<file path="config.mk">
export PLATFORM = sky130hd
export DESIGN_NAME = gpc_conversion_control
export DESIGN_NICKNAME = d
export VERILOG_FILES = /design/src/gpc_pkg.sv /design/src/gpc_conversion_control.sv /design/src/gpc_period_timer.sv /design/src/gpc_diff_unit.sv
export SDC_FILE = /design/constraint.sdc
export NUM_CORES = 1
export LEC_CHECK = 0
export BUFFER_PORTS_ARGS = -buffer_cell sky130_fd_sc_hd__buf_2
export CORE_MARGIN = 10
export CORE_UTILIZATION = 30
export DETAILED_ROUTE_END_ITERATION = 8
export PLACE_DENSITY = 0.5
export SETUP_SLACK_MARGIN = 0.05
export SYNTH_ARGS = -nofsm -noshare
export SYNTH_HDL_FRONTEND = slang
export SYNTH_SLANG_ARGS = --single-unit
</file>
<file path="constraint.sdc">
create_clock -name clk_in -period 3.15 [get_ports clk_in]
set_input_delay 0.4725 -clock clk_in [delete_from_list [all_inputs] [get_ports clk_in]]
set_output_delay 0.4725 -clock clk_in [all_outputs]
set_load 0.01 [all_outputs]
</file>
<file path="src/gpc_pkg.sv">
// constants shared by the general purpose converter control block
package gpc_pkg;
  localparam int CLK_NS = 25;
  localparam int TICK_NS = 1000;
  localparam int TICK_CYCLES = (TICK_NS + CLK_NS - 1) / CLK_NS;
  localparam int CONV_NS = 2000;
  localparam int CONV_CYCLES = (CONV_NS + CLK_NS - 1) / CLK_NS;
  localparam int SAMPLE_W = 12;
  localparam int RESULT_W = SAMPLE_W + 1;
  localparam int PERIOD_W = 16;
  localparam int ADDR_W = 4;
  localparam int DATA_W = 16;
  localparam logic [ADDR_W-1:0] ADDR_CTRL = 4'h0;
  localparam logic [ADDR_W-1:0] ADDR_PERIOD = 4'h1;
  localparam logic [ADDR_W-1:0] ADDR_RESULT = 4'h2;
  localparam logic [ADDR_W-1:0] ADDR_STATUS = 4'h3;
  localparam int CTRL_BUSY_BIT = 0;
  localparam int CTRL_CONTINUOUS_SAMPLING_BIT_BIT = 1;
  localparam int CTRL_EN_BIT = 2;
  localparam int STAT_READY_BIT = 0;
  localparam int STAT_PEND_BIT = 14;
  localparam int STAT_LONG_LSB = 8;
  localparam logic [SAMPLE_W-1:0] REF_MV = 12'h320;
  localparam logic [PERIOD_W-1:0] PERIOD_RST = 16'h0001;
  typedef enum logic [1:0] {
    GPC_IDLE = 2'h0,
    GPC_CONVERT = 2'h1,
    GPC_DONE = 2'h3,
    GPC_WAIT = 2'h2
  } gpc_state_t;
endpackage : gpc_pkg

</file>
<file path="src/gpc_conversion_control.sv">
// control of the general purpose converter: registers, sequencing, status
`timescale 1ns/1ps
// Functional notes
// - result is positive input minus negative input.
// - open negative input is replaced by an internal 800 mV reference.
// - enable bit must be set in the same write as busy; it powers the converter.
// - writing busy starts one conversion; busy holds while converting.
// - completion clears busy and raises the converter interrupt.
// - reading the result register clears the pending interrupt.
// - continuous bit repeats conversions automatically.
// - continuous interval comes from the period register.
// - serial status word carries interrupt pending in cell 14.
// - status cells 8 to 15 only in two-byte address formats.
module gpc_conversion_control #(
  parameter int SAMPLE_W = gpc_pkg::SAMPLE_W,
  parameter int PERIOD_W = gpc_pkg::PERIOD_W,
  parameter int CONV_CYCLES = gpc_pkg::CONV_CYCLES,
  parameter int TICK_CYCLES = gpc_pkg::TICK_CYCLES
) (
  input wire logic clk_in,
  input wire logic rst_n_in,
  input wire logic [gpc_pkg::ADDR_W-1:0] addr_in,
  input wire logic [gpc_pkg::DATA_W-1:0] wdata_in,
  input wire logic wr_in,
  input wire logic rd_in,
  output logic [gpc_pkg::DATA_W-1:0] rdata_out,
  input wire logic [SAMPLE_W-1:0] converter_input_pos_in,
  input wire logic [SAMPLE_W-1:0] converter_input_neg_in,
  input wire logic neg_open_in,
  input wire logic long_format_in,
  output logic converter_power_out,
  output logic converter_irq_out,
  output logic [15:0] status_word_out
);
  gpc_pkg::gpc_state_t state_reg;
  gpc_pkg::gpc_state_t state_next;
  logic en_reg;
  logic continuous_sampling_bit_reg;
  logic busy_reg;
  logic pend_reg;
  logic [PERIOD_W-1:0] period_reg;
  logic [SAMPLE_W:0] result_reg;
  logic conv_done;
  logic [SAMPLE_W:0] conv_result;
  logic expire;

  function automatic logic hit(input logic [gpc_pkg::ADDR_W-1:0] a,
                               input logic [gpc_pkg::ADDR_W-1:0] b);
    hit = (a == b);
  endfunction : hit

  wire wr_ctrl = wr_in && hit(addr_in, gpc_pkg::ADDR_CTRL);
  wire wr_period = wr_in && hit(addr_in, gpc_pkg::ADDR_PERIOD);
  wire rd_result = rd_in && hit(addr_in, gpc_pkg::ADDR_RESULT);
  wire en_next = wr_ctrl ? wdata_in[gpc_pkg::CTRL_EN_BIT] : en_reg;
  wire continuous_sampling_bit_next = wr_ctrl ? wdata_in[gpc_pkg::CTRL_CONTINUOUS_SAMPLING_BIT_BIT] : continuous_sampling_bit_reg;
  // start is honoured only when the same write sets enable, and while idle
  wire start_req = wr_ctrl && wdata_in[gpc_pkg::CTRL_BUSY_BIT] &&
                   wdata_in[gpc_pkg::CTRL_EN_BIT];
  wire stop = !en_next;
  wire launch = (state_next == gpc_pkg::GPC_CONVERT) &&
                (state_reg != gpc_pkg::GPC_CONVERT);
  wire pend_next = conv_done || (pend_reg && !rd_result);
  wire [gpc_pkg::DATA_W-1:0] ctrl_word = gpc_pkg::DATA_W'({en_reg, continuous_sampling_bit_reg, busy_reg});
  wire [gpc_pkg::DATA_W-1:0] result_word = gpc_pkg::DATA_W'($signed(result_reg));

  logic [15:0] status_next;
  always_comb begin
    status_next = 16'h0000;
    status_next[gpc_pkg::STAT_READY_BIT] = 1'b1;
    status_next[gpc_pkg::STAT_PEND_BIT] = pend_next;
    // short address formats carry only the low byte
    if (!long_format_in) begin
      status_next[15:gpc_pkg::STAT_LONG_LSB] = 8'h00;
    end
  end

  logic [gpc_pkg::DATA_W-1:0] rdata_next;
  always_comb begin
    rdata_next = '0;
    if (rd_in) begin
      case (addr_in)
        gpc_pkg::ADDR_CTRL: rdata_next = ctrl_word;
        gpc_pkg::ADDR_PERIOD: rdata_next = gpc_pkg::DATA_W'(period_reg);
        gpc_pkg::ADDR_RESULT: rdata_next = result_word;
        gpc_pkg::ADDR_STATUS: rdata_next = status_next;
        default: rdata_next = '0;
      endcase
    end
  end

  always_comb begin
    state_next = state_reg;
    if (stop) begin
      state_next = gpc_pkg::GPC_IDLE;
    end else begin
      case (state_reg)
        gpc_pkg::GPC_IDLE: begin
          if (start_req) begin
            state_next = gpc_pkg::GPC_CONVERT;
          end
        end
        gpc_pkg::GPC_CONVERT: begin
          if (conv_done) begin
            state_next = gpc_pkg::GPC_DONE;
          end
        end
        gpc_pkg::GPC_DONE: begin
          state_next = continuous_sampling_bit_next ? gpc_pkg::GPC_WAIT : gpc_pkg::GPC_IDLE;
        end
        gpc_pkg::GPC_WAIT: begin
          if (!continuous_sampling_bit_next) begin
            state_next = gpc_pkg::GPC_IDLE;
          end else if (expire) begin
            state_next = gpc_pkg::GPC_CONVERT;
          end
        end
        default: state_next = gpc_pkg::GPC_IDLE;
      endcase
    end
  end

  gpc_diff_unit #(
    .SAMPLE_W(SAMPLE_W),
    .CONV_CYCLES(CONV_CYCLES)
  ) u_diff (
    .clk_in(clk_in),
    .rst_n_in(rst_n_in),
    .start_in(launch),
    .abort_in(stop),
    .pos_in(converter_input_pos_in),
    .neg_in(converter_input_neg_in),
    .neg_open_in(neg_open_in),
    .done_out(conv_done),
    .result_out(conv_result)
  );

  // period runs from each launch, so the interval is start to start
  gpc_period_timer #(
    .PERIOD_W(PERIOD_W),
    .TICK_CYCLES(TICK_CYCLES)
  ) u_timer (
    .clk_in(clk_in),
    .rst_n_in(rst_n_in),
    .restart_in(launch),
    .period_in(period_reg),
    .expire_out(expire)
  );

  always_ff @(posedge clk_in or negedge rst_n_in) begin
    if (!rst_n_in) begin
      state_reg <= gpc_pkg::GPC_IDLE;
      en_reg <= 1'b0;
      continuous_sampling_bit_reg <= 1'b0;
      busy_reg <= 1'b0;
      pend_reg <= 1'b0;
      period_reg <= gpc_pkg::PERIOD_RST;
      result_reg <= '0;
      rdata_out <= '0;
      status_word_out <= 16'h0000;
      converter_power_out <= 1'b0;
      converter_irq_out <= 1'b0;
    end else begin
      state_reg <= state_next;
      en_reg <= en_next;
      continuous_sampling_bit_reg <= continuous_sampling_bit_next;
      busy_reg <= (state_next == gpc_pkg::GPC_CONVERT);
      pend_reg <= pend_next;
      converter_irq_out <= pend_next;
      converter_power_out <= en_next;
      rdata_out <= rdata_next;
      status_word_out <= status_next;
      if (wr_period) begin
        period_reg <= wdata_in[PERIOD_W-1:0];
      end
      if (conv_done) begin
        result_reg <= conv_result;
      end
    end
  end
endmodule : gpc_conversion_control

</file>
<file path="src/gpc_period_timer.sv">
// sampling period timer with its own tick prescaler
`timescale 1ns/1ps
module gpc_period_timer #(
  parameter int PERIOD_W = gpc_pkg::PERIOD_W,
  parameter int TICK_CYCLES = gpc_pkg::TICK_CYCLES
) (
  input wire logic clk_in,
  input wire logic rst_n_in,
  input wire logic restart_in,
  input wire logic [PERIOD_W-1:0] period_in,
  output logic expire_out
);
  logic [15:0] pre_reg;
  logic [PERIOD_W-1:0] cnt_reg;
  logic tick;
  logic [PERIOD_W-1:0] target;
  assign tick = (pre_reg == 16'(TICK_CYCLES - 1));
  // a zero period is given a target of one tick
  assign target = (period_in == '0) ? PERIOD_W'(1) : period_in;

  always_ff @(posedge clk_in or negedge rst_n_in) begin
    if (!rst_n_in) begin
      pre_reg <= 16'h0000;
      cnt_reg <= '0;
      expire_out <= 1'b0;
    end else begin
      pre_reg <= (restart_in || tick) ? 16'h0000 : pre_reg + 16'h0001;
      expire_out <= 1'b0;
      if (restart_in) begin
        cnt_reg <= '0;
      end else if (tick) begin
        if (cnt_reg + PERIOD_W'(1) >= target) begin
          cnt_reg <= '0;
          expire_out <= 1'b1;
        end else begin
          cnt_reg <= cnt_reg + PERIOD_W'(1);
        end
      end
    end
  end
endmodule : gpc_period_timer

</file>
<file path="src/gpc_diff_unit.sv">
// differential conversion: positive input less negative input or internal reference
`timescale 1ns/1ps
module gpc_diff_unit #(
  parameter int SAMPLE_W = gpc_pkg::SAMPLE_W,
  parameter int CONV_CYCLES = gpc_pkg::CONV_CYCLES
) (
  input wire logic clk_in,
  input wire logic rst_n_in,
  input wire logic start_in,
  input wire logic abort_in,
  input wire logic [SAMPLE_W-1:0] pos_in,
  input wire logic [SAMPLE_W-1:0] neg_in,
  input wire logic neg_open_in,
  output logic done_out,
  output logic [SAMPLE_W:0] result_out
);
  logic [15:0] cnt_reg;
  logic run_reg;
  logic [SAMPLE_W-1:0] neg_sel;
  logic [SAMPLE_W:0] diff;
  assign neg_sel = neg_open_in ? gpc_pkg::REF_MV : neg_in;
  assign diff = {1'b0, pos_in} - {1'b0, neg_sel};

  always_ff @(posedge clk_in or negedge rst_n_in) begin
    if (!rst_n_in) begin
      cnt_reg <= 16'h0000;
      run_reg <= 1'b0;
      done_out <= 1'b0;
      result_out <= '0;
    end else begin
      done_out <= 1'b0;
      if (abort_in) begin
        run_reg <= 1'b0;
      end else if (start_in) begin
        run_reg <= 1'b1;
        cnt_reg <= 16'h0000;
      end else if (run_reg) begin
        if (cnt_reg == 16'(CONV_CYCLES - 1)) begin
          run_reg <= 1'b0;
          done_out <= 1'b1;
          result_out <= diff;
        end else begin
          cnt_reg <= cnt_reg + 16'h0001;
        end
      end
    end
  end
endmodule : gpc_diff_unit

</file>
After elaboration in Yosys (flattened, before gate mapping)

Cells that the tools add are included.

Logic and storage cells: 82
Output and inout port bits: 34
Flip-flop bits (word level): 124

Multiplexer cells: 32
Bitwise operators: 1
Add/subtract/negate cells: 4
Magnitude comparators: 1
Equal/unequal tests: 11
Reduce and logical (&&, ||, !) cells: 17

Operator list:

| operator                                        | count |
|---|---|
| 2-to-1 mux 16 bit                               | 9 |
| case mux 16 bit (4 select lines)                | 1 |
| adder 16 x 1 -> 16 bit (second input constant)  | 3 |
| == test 16 x 6 -> 1 bit (second input constant) | 1 |
| == test 16 x 7 -> 1 bit (second input constant) | 1 |
| greater-or-equal comparator 16 bit              | 1 |
| zero test 16 bit                                | 1 |
| 2-to-1 mux 1 bit                                | 13 |
| subtractor 12 x 12 -> 13 bit                    | 1 |
| 2-to-1 mux 12 bit                               | 1 |
| 2-to-1 mux 2 bit                                | 6 |
| == test 4 x 2 -> 1 bit (second input constant)  | 2 |
| case mux 2 bit (4 select lines)                 | 1 |
| logical AND 1 bit                               | 7 |
| 2-to-1 mux 7 bit                                | 1 |
| == test 2 x 1 -> 1 bit (second input constant)  | 2 |
| == test 2 bit (second input constant)           | 2 |
| == test 4 x 1 -> 1 bit (second input constant)  | 1 |
| zero test 4 bit                                 | 1 |
| != test 2 x 1 -> 1 bit (second input constant)  | 2 |
| AND reduction 4 bit                             | 1 |
| nonzero test 2 bit                              | 2 |
| AND reduction 3 bit                             | 1 |
| zero test 2 bit                                 | 1 |
| other kinds (3)                                 | 4 |

Longest topological paths before layout

Gate-level depths: netlist of the first run.

Depth after elaboration: 11
Depth in mapped cells: 16
Mapped depth without buffers: 15

Cells and area by module

From an unflattened synthesis of the first run, not the netlist that was laid out.

Cells, all modules: 673
Area total of the unflattened synthesis: 6568.8 um2

Modules (own cells, without submodules):

| module                 | cells each | sequential area each (um2) | instances | area an instance (um2) |
|---|---|---|---|---|
| gpc_period_timer       | 269        | 825.8                      | 1         | 2275.9 |
| gpc_conversion_control | 174        | 1327.5                     | 1         | 2270.9 |
| gpc_diff_unit          | 230        | 775.7                      | 1         | 2021.9 |

Worst setup path before layout of the first run

OpenSTA, ideal clock, no wires.

Kind: register -> register
Start: reg u_timer.cnt_reg[0]
End: reg u_timer.cnt_reg[11]
Period minus slack after synthesis: 3.182 ns
Arrival time: 3.116 ns
Library setup time: 0.066 ns
Stages on the path, launching flop included: 16
Data required time: 3.084 ns
Setup slack: -0.032 ns
Path through: dfrtp_1 > ha_1 > nand3_1 > inv_1 > nand3_1 > o21a_1 > or2_2 > ha_1 > o21ai_0 > a2111oi_0 > a221o_1 > a31oi_1 > nor3b_2 > clkbuf_1 > o21ai_0 > nand2_1

Word-level cells in the longest chain between the ends: 5

Ends and longest elaborated chain:

| item                               | RTL line                                       | source |
|---|---|---|
| start: declaration                 | gpc_period_timer.sv:14                         | `logic [PERIOD_W-1:0] cnt_reg;` |
| start signal: assignment           | gpc_period_timer.sv:36                         | `cnt_reg <= cnt_reg + PERIOD_W'(1);` |
| adder 16 x 1 -> 16 bit *           | gpc_period_timer.sv:32, gpc_period_timer.sv:36 |  |
| greater-or-equal comparator 16 bit | gpc_period_timer.sv:32                         | `if (cnt_reg + PERIOD_W'(1) >= target) begin` |
| 2-to-1 mux 16 bit *                | gpc_period_timer.sv:32                         |  |
| 2-to-1 mux 16 bit *                | gpc_period_timer.sv:31                         | `end else if (tick) begin` |
| 2-to-1 mux 16 bit *                | gpc_period_timer.sv:29                         | `if (restart_in) begin` |

Mark *: on every way between the ends. The rest lies on a longest branch, timed or not. The select of a mux whose other input is x is not followed.
A chain may end at the register's enable or synchronous reset.

Worst setup path after layout of the first run

Start: reg u_timer.cnt_reg[1]
End: reg u_timer.cnt_reg[0]

Word-level cells in the longest chain between the ends: 5

Ends and longest elaborated chain:

| item                               | RTL line |
|---|---|
| adder 16 x 1 -> 16 bit             | gpc_period_timer.sv:32 |
| greater-or-equal comparator 16 bit | gpc_period_timer.sv:32 |
| 2-to-1 mux 16 bit                  | gpc_period_timer.sv:32 |
| 2-to-1 mux 16 bit                  | gpc_period_timer.sv:31 |
| 2-to-1 mux 16 bit                  | gpc_period_timer.sv:29 |

Every way passes these cells. The select of a mux whose other input is x is not followed.

==> qor.yml, run 1 <==
layout:
  layout-area-overhead-vs-synth_pct: 27.1
  final_layout_size_suffix_gt1_share_pct: 29.7
  final-instance-count-excl-fill: 1021
  n_fill_cell: 2039
  postLayoutCoreUtil_pct: 39.1
  multiInputGateArea_sq_mm: 0.00333
  mostFrequentLayoutCell: "dfrtp_1"
  mostFrequentLayoutCells: "116 x dfrtp_1, 69 x nor2_1, 68 x buf_2"
  final_net_count: 819
  final_design_area_no_fill_sq_mm: 0.00799
  ff_latch_area_sq_mm: 0.00293
placed_design:
  count_of_input_and_output_buffers: 69
  dp_area_sq_mm: 0.00709
  detailedPlacementHpwl_um: 11100
  place.gp.congestion: 0.805
  placed_instances: 978
floorplan:
  floorplan.initialDensity_pct: 30.8
  floorplan.io_pins: 84
  num_rows: 52
  dieHeight_um: 165
  die_area_sq_mm: 0.0272
  die_width_um: 165
  design.core.area_sq_mm: 0.0204
cts:
  cts_tree: "done"
  clock_sink_count: 117
  htree_levels: 4
  clkLatencyLatePin_ps: 420
  cts.root.buffer_cell: "clkbuf_16"
  clock_tree.buffer_depth: 2
  clkTransAtPathRegs_ps: 60
  cts_buffer_count: 17
logic_synthesis:
  syn_area_sq_mm: 0.00629
  synth_largest_type_area_fraction_pct: 46.2
  synth.avg_cell_area_sq_um: 10.0
  synth_async_sr_flop_share_pct: 100
  synth-seq-area-share_pct: 46.6
  ys_types: 60
  yosys-top-cells-area: "dfrtp_1 46%, ha_1 6.2%, mux2_2 5.6%"
  postSynthRegisterBits: 117
  synthFlopType: "dfrtp_1"
  synthCells: 628
  yosysTopAreaCell: "dfrtp_1"
  synth_warnings: 0
  synth_edf_count: 0
worst_setup_path:
  crit_type: "flop to flop"
  cp_data_required_time_ps: 3450
  crit_slowest_cell: "dfrtp_1"
  crit_path_start_kind: "flop"
  timing.critical_path.to_type: "flop"
  critical_path_arrival_ps: 3350
  reg2reg_setup_slack_ps: 90
  crit_path_cell_trace: "ha_2 -> nand3_2 -> inv_2 -> nand3_4 -> buf_4 -> buf_4 -> and2_1 -> or2_4 -> ha_4 -> o2111ai_1 -> o211ai_1 -> a31oi_2 -> nor3b_4 -> buf_6 -> mux2_4"
  cp_max_fo: 8
  crit_path_max_incr_delay_ps: 390
  cp_common_cell: "buf_4"
power_and_ir_drop:
  static-leakage-power_nw: 3.86
  power.ir.vdd_worst_uv: 318
  pwr_density_cell_mw_per_mm2: 557
timing:
  slew_violations: 0
  finalWorstPathRequiredPeriod_ps: 3060
  report.final.setup_viol: 0
  max_clock_freq_ghz: 0.327
  fin_worst_skew_ps: 7.86
  final.period_utilization_pct: 97.0
  timing.max_slew.rel_slack_pct: 19.3
  totalNegativeSetupSlack_ps: 0
  hold_violations: 0
  tightestPinTransition_ps: 1210
  hold_ws_ps: 106
  rsz0062_at_grt: "true"
routing:
  drt-vias-per-instance: 4.68
  total_number_of_vias: 4774
  detail-route-antenna-nets: 0
  drt-initial-drc-count: 191
  drt_pre_antenna_iters: 4
  drc_violations_left: 0
  detail_route.wirelength_um: 15600
  routed_wire_length_per_instance_um: 15.3
grt:
  grt_max_degree: 53
  grt_antenna_before_repair: 4
  grt.total_usage_pct: 11.6
  grt_remaining_overflow: 0
  via_count_of_the_first_global_routing_pass: 5074
  grt_first_pass_wirelength_um: 25300
outcome:
  result_of_the_run: "finished clean"
flow_run:
  max_cap_violations: 0
min_path:
  min-delay-path-class: "input pin to asynchronous set/reset pin"
[per-stage QoR]
| step | setup WS (ps) | power (mW) |
|---|---|---|
| finish | 94.1 | 4.45 |
| global route | -70.8 | 4.67 |
| CTS | 52.0 | 4.48 |
| detailed placement | -157 | 2.42 |
| global placement | -130 | 2.41 |
| floorplan | 65.2 | 2.19 |
[repair_timing]
item                       4_1_cts  5_1_grt
pin swaps                       15       23
hold buffers                     0        0
buffers inserted                 9        2
cloned                           1        0
setup endpoints to repair       17       16
resized for setup               22       31
[logic make-up after synthesis]
kind of cell	Yosys count	share of synthesized area (%)
mux	36	6.50
other cells	2	0.119
buf+inv	64	5.07
xor+xnor	42	5.85
compound gates	94	10.3
fa+ha+maj	32	6.48
simple gates	241	19.1
flops	117	46.6
[worst max-delay path, delay by kind of cell, from the launching register on]
family / cells / cell delay [ps]
compound gates: 3 / 520
mux: 1 / 260
flops: 1 / 390
buf+inv: 4 / 520
fa+ha+maj: 2 / 470
simple gates: 5 / 770
[Yosys cell counts, drive strengths merged (3+ instances only)]
cell type,number
o21ai,27
o21a,3
xnor2,19
a22o,7
a21o,4
and2,10
clkbuf,10
nand2,54
dfrtp,116
ha,31
nor4,7
nor3b,4
mux2i,3
xor2,23
buf,21
nand4,9
nand3,22
and3,7
a21boi,3
o31ai,3
inv,33
or2,10
mux2,33
a22oi,9
nand2b,16
a211oi,3
nor3,12
a21oi,17
nor2,70
nor2b,12
nor4b,3
[final cells by class]
type | instances | share of cell area (%)
Antenna cell | 1 | 0.0313
Clock buffer | 17 | 5.32
Clock inverter | 15 | 2.29
Inverter | 33 | 1.55
Multi-Input combinational cell | 460 | 41.6
Sequential cell | 117 | 36.7
Tap cell | 270 | 4.23
Timing Repair Buffer | 108 | 8.31
[layer usage]
metal / track usage [%] / up-vias / part of all wire [%] / routed length [um]
li1: - / 2366 / - / -
met1: 14.4 / 2288 / 46 / 7110
met2: 18.9 / 91 / 48 / 7500
met3: 3.41 / 23 / 4.5 / 698
met4: 4.19 / 6 / 1.6 / 242
met5: 0 / - / 0.19 / 30
[where the power goes]
group	internal, mW	switching, mW
sequential	1.62	0.137
clock	1.25	0.733
combinational	0.338	0.371
[path summary, 6_finish.rpt]
path | start | end | depth (start not counted)
hold reg to reg | u_diff.result_out[10]$_DFFE_PN0P_ | u_diff.result_out[10]$_DFFE_PN0P_ | 2
max in group asynchronous | rst_n_in | period_reg[0]$_DFFE_PN1P_ | 2
setup reg to reg | u_timer.cnt_reg[1]$_DFFE_PN0N_ | u_timer.cnt_reg[0]$_DFFE_PN0N_ | 15
hold / removal | rst_n_in | u_timer.pre_reg[14]$_DFF_PN0_ | 1
min in group clk_in | wdata_in[15] | period_reg[15]$_DFFE_PN0P_ | 2
setup / recovery | u_timer.cnt_reg[1]$_DFFE_PN0N_ | u_timer.cnt_reg[0]$_DFFE_PN0N_ | 15
Note: power is estimated with default switching activity, not from simulation.
==> run 2, diff against run 1 <==
--- a/config.mk
+++ b/config.mk
@@ -5,7 +5,9 @@
 export SDC_FILE = /design/constraint.sdc
 export NUM_CORES = 1
 export LEC_CHECK = 0
+export ABC_CLOCK_PERIOD_IN_PS = 3150
 export BUFFER_PORTS_ARGS = -buffer_cell sky130_fd_sc_hd__buf_2
+export CORE_ASPECT_RATIO = 2
 export CORE_MARGIN = 10
 export CORE_UTILIZATION = 30
 export DETAILED_ROUTE_END_ITERATION = 8
==> run 2 against run 1 <==
  * First-iteration DRC count is 2.1% lower
  * Wire length is 3.4% higher
  * Global-route usage is 0.61 points higher
  * Cell count is 0.59% lower
  * Combinational power is 4.8% higher
  * Sequential power hardly changed
  * Worst hold slack worse by 47 ps
  * Clock skew is 2.4 ps lower
  * Utilization is 0.084 points higher
  * Die area is 1.3% higher
  * Highest routed layer is now met4
  * Sequential cell count stayed put
  * Maximum frequency is 2.0% lower
==> qor.yml, run 2 (synthesis gave the netlist of run 1 again) <==
routing:
  drc_violations_left: 0  # unchanged
  detail-route-antenna-nets: 0  # unchanged
  drt-vias-per-instance: 4.80  # was 4.68
  detail_route.wirelength_um: 16100  # was 15600 um
  total_number_of_vias: 4872  # was 4774
  drt-initial-drc-count: 187  # was 191
  drt_pre_antenna_iters: 4  # unchanged
  routed_wire_length_per_instance_um: 15.9  # was 15.3 um
timing:
  rsz0062_at_grt: "true"  # unchanged
  report.final.setup_viol: 0  # unchanged
  max_clock_freq_ghz: 0.321  # was 0.327 GHz
  final.period_utilization_pct: 99.0  # was 97.0%
  worst_slack_ps: 30.5  # was 94.1 ps
  timing.max_slew.rel_slack_pct: 17.5  # was 19.3%
  tightestPinTransition_ps: 1240  # was 1210 ps
  fin_worst_skew_ps: 5.43  # was 7.86 ps
  hold_violations: 0  # unchanged
  slew_violations: 0  # unchanged
  finalWorstPathRequiredPeriod_ps: 3120  # was 3060 ps
floorplan:
  floorplan.io_pins: 84  # unchanged
  dieHeight_um: 225  # was 165 um
  floorplan.initialDensity_pct: 30.6  # was 30.8%
  num_rows: 74  # was 52
  die_area_sq_mm: 0.0275  # was 0.0272 sq mm
  die_width_um: 122  # was 165 um
  design.core.area_sq_mm: 0.0206  # was 0.0204 sq mm
worst_setup_path:
  crit_slowest_cell: "dfrtp_1"  # unchanged
  crit_family: "simple AND/OR/NAND/NOR gates"  # unchanged
  crit_type: "flop to flop"  # unchanged
  crit_path_max_incr_delay_ps: 400  # was 390 ps
  critical_path_arrival_ps: 3460  # was 3350 ps
  crit_path_cell_trace: "ha_2 -> nand3_2 -> inv_2 -> nand3_4 -> nor2b_4 -> nand4_1 -> xnor2_2 -> ha_4 -> nand3_4 -> buf_6 -> nor2_1 -> a221o_1 -> a31oi_2 -> nor3b_4 -> buf_6 -> a22o_1"  # was ha_2 -> nand3_2 -> inv_2 -> nand3_4 -> buf_4 -> buf_4 -> and2_1 -> or2_4 -> ha_4 -> o2111ai_1 -> o211ai_1 -> a31oi_2 -> nor3b_4 -> buf_6 -> mux2_4
  cp_data_required_time_ps: 3490  # was 3450 ps
  cp_max_fo: 8  # unchanged
  worstPathBufferInverterCount: 3  # was 4
  timing.critical_path.to_type: "flop"  # unchanged
  crit_path_start_kind: "flop"  # unchanged
cts:
  cts_buffer_count: 17  # unchanged
  cts.root.buffer_cell: "clkbuf_16"  # unchanged
  clock_tree.buffer_depth: 2  # unchanged
  htree_levels: 4  # unchanged
  cts_tree: "done"  # unchanged
  clkTransAtPathRegs_ps: 50  # was 60 ps
  clkLatencyLatePin_ps: 410  # was 420 ps
  clock_sink_count: 117  # unchanged
power_and_ir_drop:
  design_power_total_mw: 4.55  # was 4.45 mW
  static-leakage-power_nw: 3.88  # was 3.86 nW
  pwr_density_cell_mw_per_mm2: 564  # was 557 mW/mm^2
  power.ir.vdd_worst_uv: 286  # was 318 uV
outcome:
  result_of_the_run: "finished clean"  # unchanged
grt:
  grt_first_pass_wirelength_um: 26800  # was 25300 um
  via_count_of_the_first_global_routing_pass: 5323  # was 5074
  grt_antenna_before_repair: 0  # was 4
  grt_max_degree: 46  # was 53
  grt_remaining_overflow: 0  # unchanged
  grt.total_usage_pct: 12.3  # was 11.6%
layout:
  mostFrequentLayoutCell: "dfrtp_1"  # unchanged
  antenna_cells: 0  # was 1
  mostFrequentLayoutCells: "116 x dfrtp_1, 68 x nor2_1, 68 x buf_2"  # was 116 x dfrtp_1, 69 x nor2_1, 68 x buf_2
  final_layout_size_suffix_gt1_share_pct: 30.4  # was 29.7%
  postLayoutCoreUtil_pct: 39.2  # was 39.1%
  final_net_count: 819  # unchanged
  layout-area-overhead-vs-synth_pct: 28.1  # was 27.1%
min_path:
  min-delay-path-class: "input pin to asynchronous set/reset pin"  # unchanged
flow_run:
  max_cap_violations: 0  # unchanged
placed_design:
  place.gp.congestion: 0.780  # was 0.805
  dp_worst_setup_slack_ps: -241  # was -157 ps
  detailedPlacementHpwl_um: 12000  # was 11100 um
  count_of_input_and_output_buffers: 69  # unchanged
[run 2: cell count changes in the layout (fill, tap and decap cells not counted), sizes merged]
cell	previous run	this run
bufinv	3	4
clkbuf	17	21
clkinv	7	5
clkinvlp	4	1
diode	1	0
inv	34	33
[run 2: what timing repair did]
action | in CTS | in global routing
pin swaps | 24 | 22
gates cloned | 1 | 0
endpoints found under the setup margin | 17 | 17
resized for setup | 33 | 31
endpoints found under the hold margin | 0 | 0
hold buffers | 0 | 0
setup buffers | 7 | 3
[run 2: final timing paths]
| check | end | slack [ps] | cells past startpoint | start |
|---|---|---|---|---|
| setup / recovery | u_timer.cnt_reg[14]$_DFFE_PN0N_ | 30 | 16 | u_timer.cnt_reg[1]$_DFFE_PN0N_ |
| hold / removal | result_reg[9]$_DFFE_PN0P_ | 60 | 1 | rst_n_in |
| setup reg to reg | u_timer.cnt_reg[14]$_DFFE_PN0N_ | 30 | 16 | u_timer.cnt_reg[1]$_DFFE_PN0N_ |
| hold reg to reg | u_diff.result_out[9]$_DFFE_PN0P_ | 470 | 2 | u_diff.result_out[9]$_DFFE_PN0P_ |
| max in group asynchronous | u_diff.cnt_reg[11]$_DFFE_PN0P_ | 2240 | 2 | rst_n_in |
| min in group clk_in | period_reg[10]$_DFFE_PN0P_ | 300 | 2 | wdata_in[10] |
[run 2: cell type report]
type                            instances  area [sq um]
Multi-Input combinational cell        460          3390
Clock buffer                           21           470
Fill cell                            2084         12500
Timing Repair Buffer                  108           656
Tap cell                              266           333
Sequential cell                       117          2930
Clock inverter                         10           153
Inverter                               33           124
[run 2: metal layers]
metal | routed length (um) | vias up | track usage (%)
met5 | 0 | - | 0
met4 | 474 | 0 | 5.88
met3 | 516 | 28 | 2.94
met2 | 8850 | 109 | 22.4
met1 | 6270 | 2383 | 12.6
li1 | - | 2352 | -
[run 2: through the flow]
step / instance area (sq um) / setup TNS, ps / hold WS, ps / std cells
after global placement: 7090 / -1650 / 460 / 976
final: 8060 / 0 / 59.6 / 1015
after global routing: 8060 / -1300 / 87.9 / 1015
after floorplan: 6350 / 0 / 177 / 641
after CTS: 7960 / -54.9 / 60.8 / 1015
after detailed placement: 7090 / -3050 / 468 / 976
[run 2: power breakdown]
group	total, mW	internal (mW)	switching [mW]
Sequential	1.76	1.63	0.135
Clock	2.04	1.37	0.668
Combinational	0.743	0.358	0.385
[run 2: worst reg2reg max path: stages, from the launching register on]
cell	delay, ps
dfrtp_1	400
ha_2	210
nand3_2	90
inv_2	80
nand3_4	90
nor2b_4	170
nand4_1	150
xnor2_2	260
ha_4	260
nand3_4	80
buf_6	110
nor2_1	40
a221o_1	320
a31oi_2	180
nor3b_4	250
buf_6	190
a22o_1	170
==> run 3, diff against run 2 <==
--- a/config.mk
+++ b/config.mk
@@ -7,11 +7,13 @@
 export LEC_CHECK = 0
 export ABC_CLOCK_PERIOD_IN_PS = 3150
 export BUFFER_PORTS_ARGS = -buffer_cell sky130_fd_sc_hd__buf_2
+export CELL_PAD_IN_SITES_DETAIL_PLACEMENT = 0
+export CELL_PAD_IN_SITES_GLOBAL_PLACEMENT = 1
 export CORE_ASPECT_RATIO = 2
 export CORE_MARGIN = 10
 export CORE_UTILIZATION = 30
 export DETAILED_ROUTE_END_ITERATION = 8
-export PLACE_DENSITY = 0.5
+export PLACE_DENSITY = 0.6
 export SETUP_SLACK_MARGIN = 0.05
 export SYNTH_ARGS = -nofsm -noshare
 export SYNTH_HDL_FRONTEND = slang
==> run 3 against run 2 <==
  * The flow now finishes with violations (negative setup slack)
  * Critical path depth is the same
  * Die area is the same
  * Clock skew grew 2.1 ps
  * Via count grew 0.10%
  * Global-route usage grew 0.32 points
  * Wire length grew 2.3%
  * Clock-buffer cell count grew 2
  * Combinational power grew 3.1%
  * Setup slack lost 60 ps
  * Sequential cell count is the same
  * Total power shrank 1.4%
==> qor.yml, run 3 (synthesis gave the netlist of run 1 again) <==
layout:
  final_net_count: 835  # was 819
  final_layout_size_suffix_gt1_share_pct: 30.7  # was 30.4%
  mostFrequentLayoutCells: "116 x dfrtp_1, 68 x nor2_1, 68 x buf_2"  # unchanged
  final_design_area_no_fill_sq_mm: 0.00813  # was 0.00806 sq mm
  layout-area-overhead-vs-synth_pct: 29.3  # was 28.1%
  postLayoutCoreUtil_pct: 39.6  # was 39.2%
  mostFrequentLayoutCell: "dfrtp_1"  # unchanged
power_and_ir_drop:
  design_power_total_mw: 4.48  # was 4.55 mW
  power.ir.vdd_worst_uv: 337  # was 286 uV
  static-leakage-power_nw: 3.94  # was 3.88 nW
  pwr_density_cell_mw_per_mm2: 551  # was 564 mW/mm^2
floorplan:
  floorplan.initialDensity_pct: 30.6  # unchanged
  die_width_um: 122  # unchanged
  dieHeight_um: 225  # unchanged
  design.core.area_sq_mm: 0.0206  # unchanged
  floorplan.io_pins: 84  # unchanged
  num_rows: 74  # unchanged
  die_area_sq_mm: 0.0275  # unchanged
routing:
  drt-vias-per-instance: 4.72  # was 4.80
  total_number_of_vias: 4877  # was 4872
  detail-route-antenna-nets: 0  # unchanged
  routed_wire_length_per_instance_um: 15.9  # about the same
  drt-initial-drc-count: 200  # was 187
  drt_pre_antenna_iters: 4  # unchanged
  drc_violations_left: 0  # unchanged
  detail_route.wirelength_um: 16500  # was 16100 um
grt:
  grt_first_pass_wirelength_um: 27500  # was 26800 um
  grt.total_usage_pct: 12.6  # was 12.3%
  grt_antenna_before_repair: 0  # unchanged
  via_count_of_the_first_global_routing_pass: 5439  # was 5323
  grt_max_degree: 57  # was 46
  grt_remaining_overflow: 0  # unchanged
timing:
  final.period_utilization_pct: 101  # was 99.0%
  rsz0062_at_grt: "true"  # unchanged
  fin_worst_skew_ps: 7.50  # was 5.43 ps
  slew_violations: 0  # unchanged
  tightestPinTransition_ps: 734  # was 1240 ps
  max_clock_freq_ghz: 0.314  # was 0.321 GHz
  report.final.setup_viol: 1  # was 0
  hold_violations: 0  # unchanged
  finalWorstPathRequiredPeriod_ps: 3180  # was 3120 ps
  timing.max_slew.rel_slack_pct: 51.1  # was 17.5%
  worst_slack_ps: -29.8  # was 30.5 ps
  hold_ws_ps: 128  # was 59.6 ps
cts:
  cts_tree: "done"  # unchanged
  clkTransAtPathRegs_ps: 50  # about the same
  htree_levels: 4  # unchanged
  cts_buffer_count: 17  # unchanged
  clock_tree.buffer_depth: 2  # unchanged
  clkLatencyLatePin_ps: 410  # about the same
  clock_sink_count: 117  # unchanged
  cts_hold_buffers: 0  # unchanged
  cts.root.buffer_cell: "clkbuf_16"  # unchanged
worst_setup_path:
  timing.critical_path.to_type: "flop"  # unchanged
  crit_type: "flop to flop"  # unchanged
  cp_data_required_time_ps: 3440  # was 3490 ps
  cp_max_fo: 8  # unchanged
  critical_path_arrival_ps: 3470  # was 3460 ps
  crit_path_start_kind: "flop"  # unchanged
min_path:
  min-delay-path-class: "input pin to asynchronous set/reset pin"  # unchanged
outcome:
  violations: "negative setup slack"
  result_of_the_run: "finished, violations left"  # was finished clean
placed_design:
  dp_area_sq_mm: 0.00716  # was 0.00709 sq mm
  count_of_input_and_output_buffers: 69  # unchanged
  place.gp.congestion: 0.773  # was 0.780
  detailedPlacementHpwl_um: 12300  # was 12000 um
flow_run:
  max_cap_violations: 0  # unchanged
[run 3: critical path, stage by stage (launching register included)]
cell	delay (ps)
dfrtp_1	380
ha_2	210
nand3_2	90
inv_2	80
nand3_4	80
nor2b_4	140
nand4_1	160
xnor2_2	190
ha_1	320
nand3_2	120
a2111oi_4	320
buf_4	160
a221o_1	140
a31oi_2	50
nor3b_4	180
buf_6	170
mux2_4	270
[run 3: final timing paths]
kind                                                     end                         startpoint  cells past startpoint  slack (ps)
hold reg to reg            u_diff.result_out[10]$_DFFE_PN0P_  u_diff.result_out[10]$_DFFE_PN0P_                      2         470
min in group clk_in               period_reg[13]$_DFFE_PN0P_                       wdata_in[13]                      2         300
setup / recovery              u_timer.cnt_reg[0]$_DFFE_PN0N_     u_timer.cnt_reg[0]$_DFFE_PN0N_                     16         -30
setup reg to reg              u_timer.cnt_reg[0]$_DFFE_PN0N_     u_timer.cnt_reg[0]$_DFFE_PN0N_                     16         -30
max in group asynchronous     u_diff.cnt_reg[11]$_DFFE_PN0P_                           rst_n_in                      2        2270
hold / removal                     result_reg[8]$_DFFE_PN0P_                           rst_n_in                      1         130
[run 3: area by class of cell]
type / instances / area (sq um)
Fill cell: 2073 / 12400
Inverter: 33 / 124
Clock buffer: 23 / 478
Multi-Input combinational cell: 460 / 3350
Clock inverter: 9 / 125
Antenna cell: 1 / 2.50
Sequential cell: 117 / 2930
Tap cell: 266 / 333
Timing Repair Buffer: 124 / 788
[run 3: per-stage QoR]
step / worst slack [ps] / instances / TNS [ps]
after global routing: -177 / 1032 / -2320
after CTS: 35.4 / 1029 / 0
after global placement: -134 / 984 / -1070
after detailed placement: -171 / 984 / -1840
after floorplan: 65.2 / 641 / 0
final: -29.8 / 1033 / -29.8
[run 3: what timing repair did]
item,4_1_cts,5_1_grt
gates resized for setup,49,9
setup buffers,12,6
setup endpoints to repair,17,17
cloned,1,0
pin swaps,29,11
[run 3: where the power goes]
group | internal, mW | total [mW] | switching (mW)
clock network | 1.30 | 1.96 | 0.661
registers | 1.63 | 1.75 | 0.127
logic | 0.376 | 0.766 | 0.390
[run 3: layer usage]
layer / global-route usage (%) / wire, um / up-vias
met5: 0 / 0 / -
met4: 5.23 / 331 / 0
met3: 2.86 / 526 / 17
met2: 23.4 / 9310 / 100
met1: 13.0 / 6310 / 2376
li1: - / - / 2384
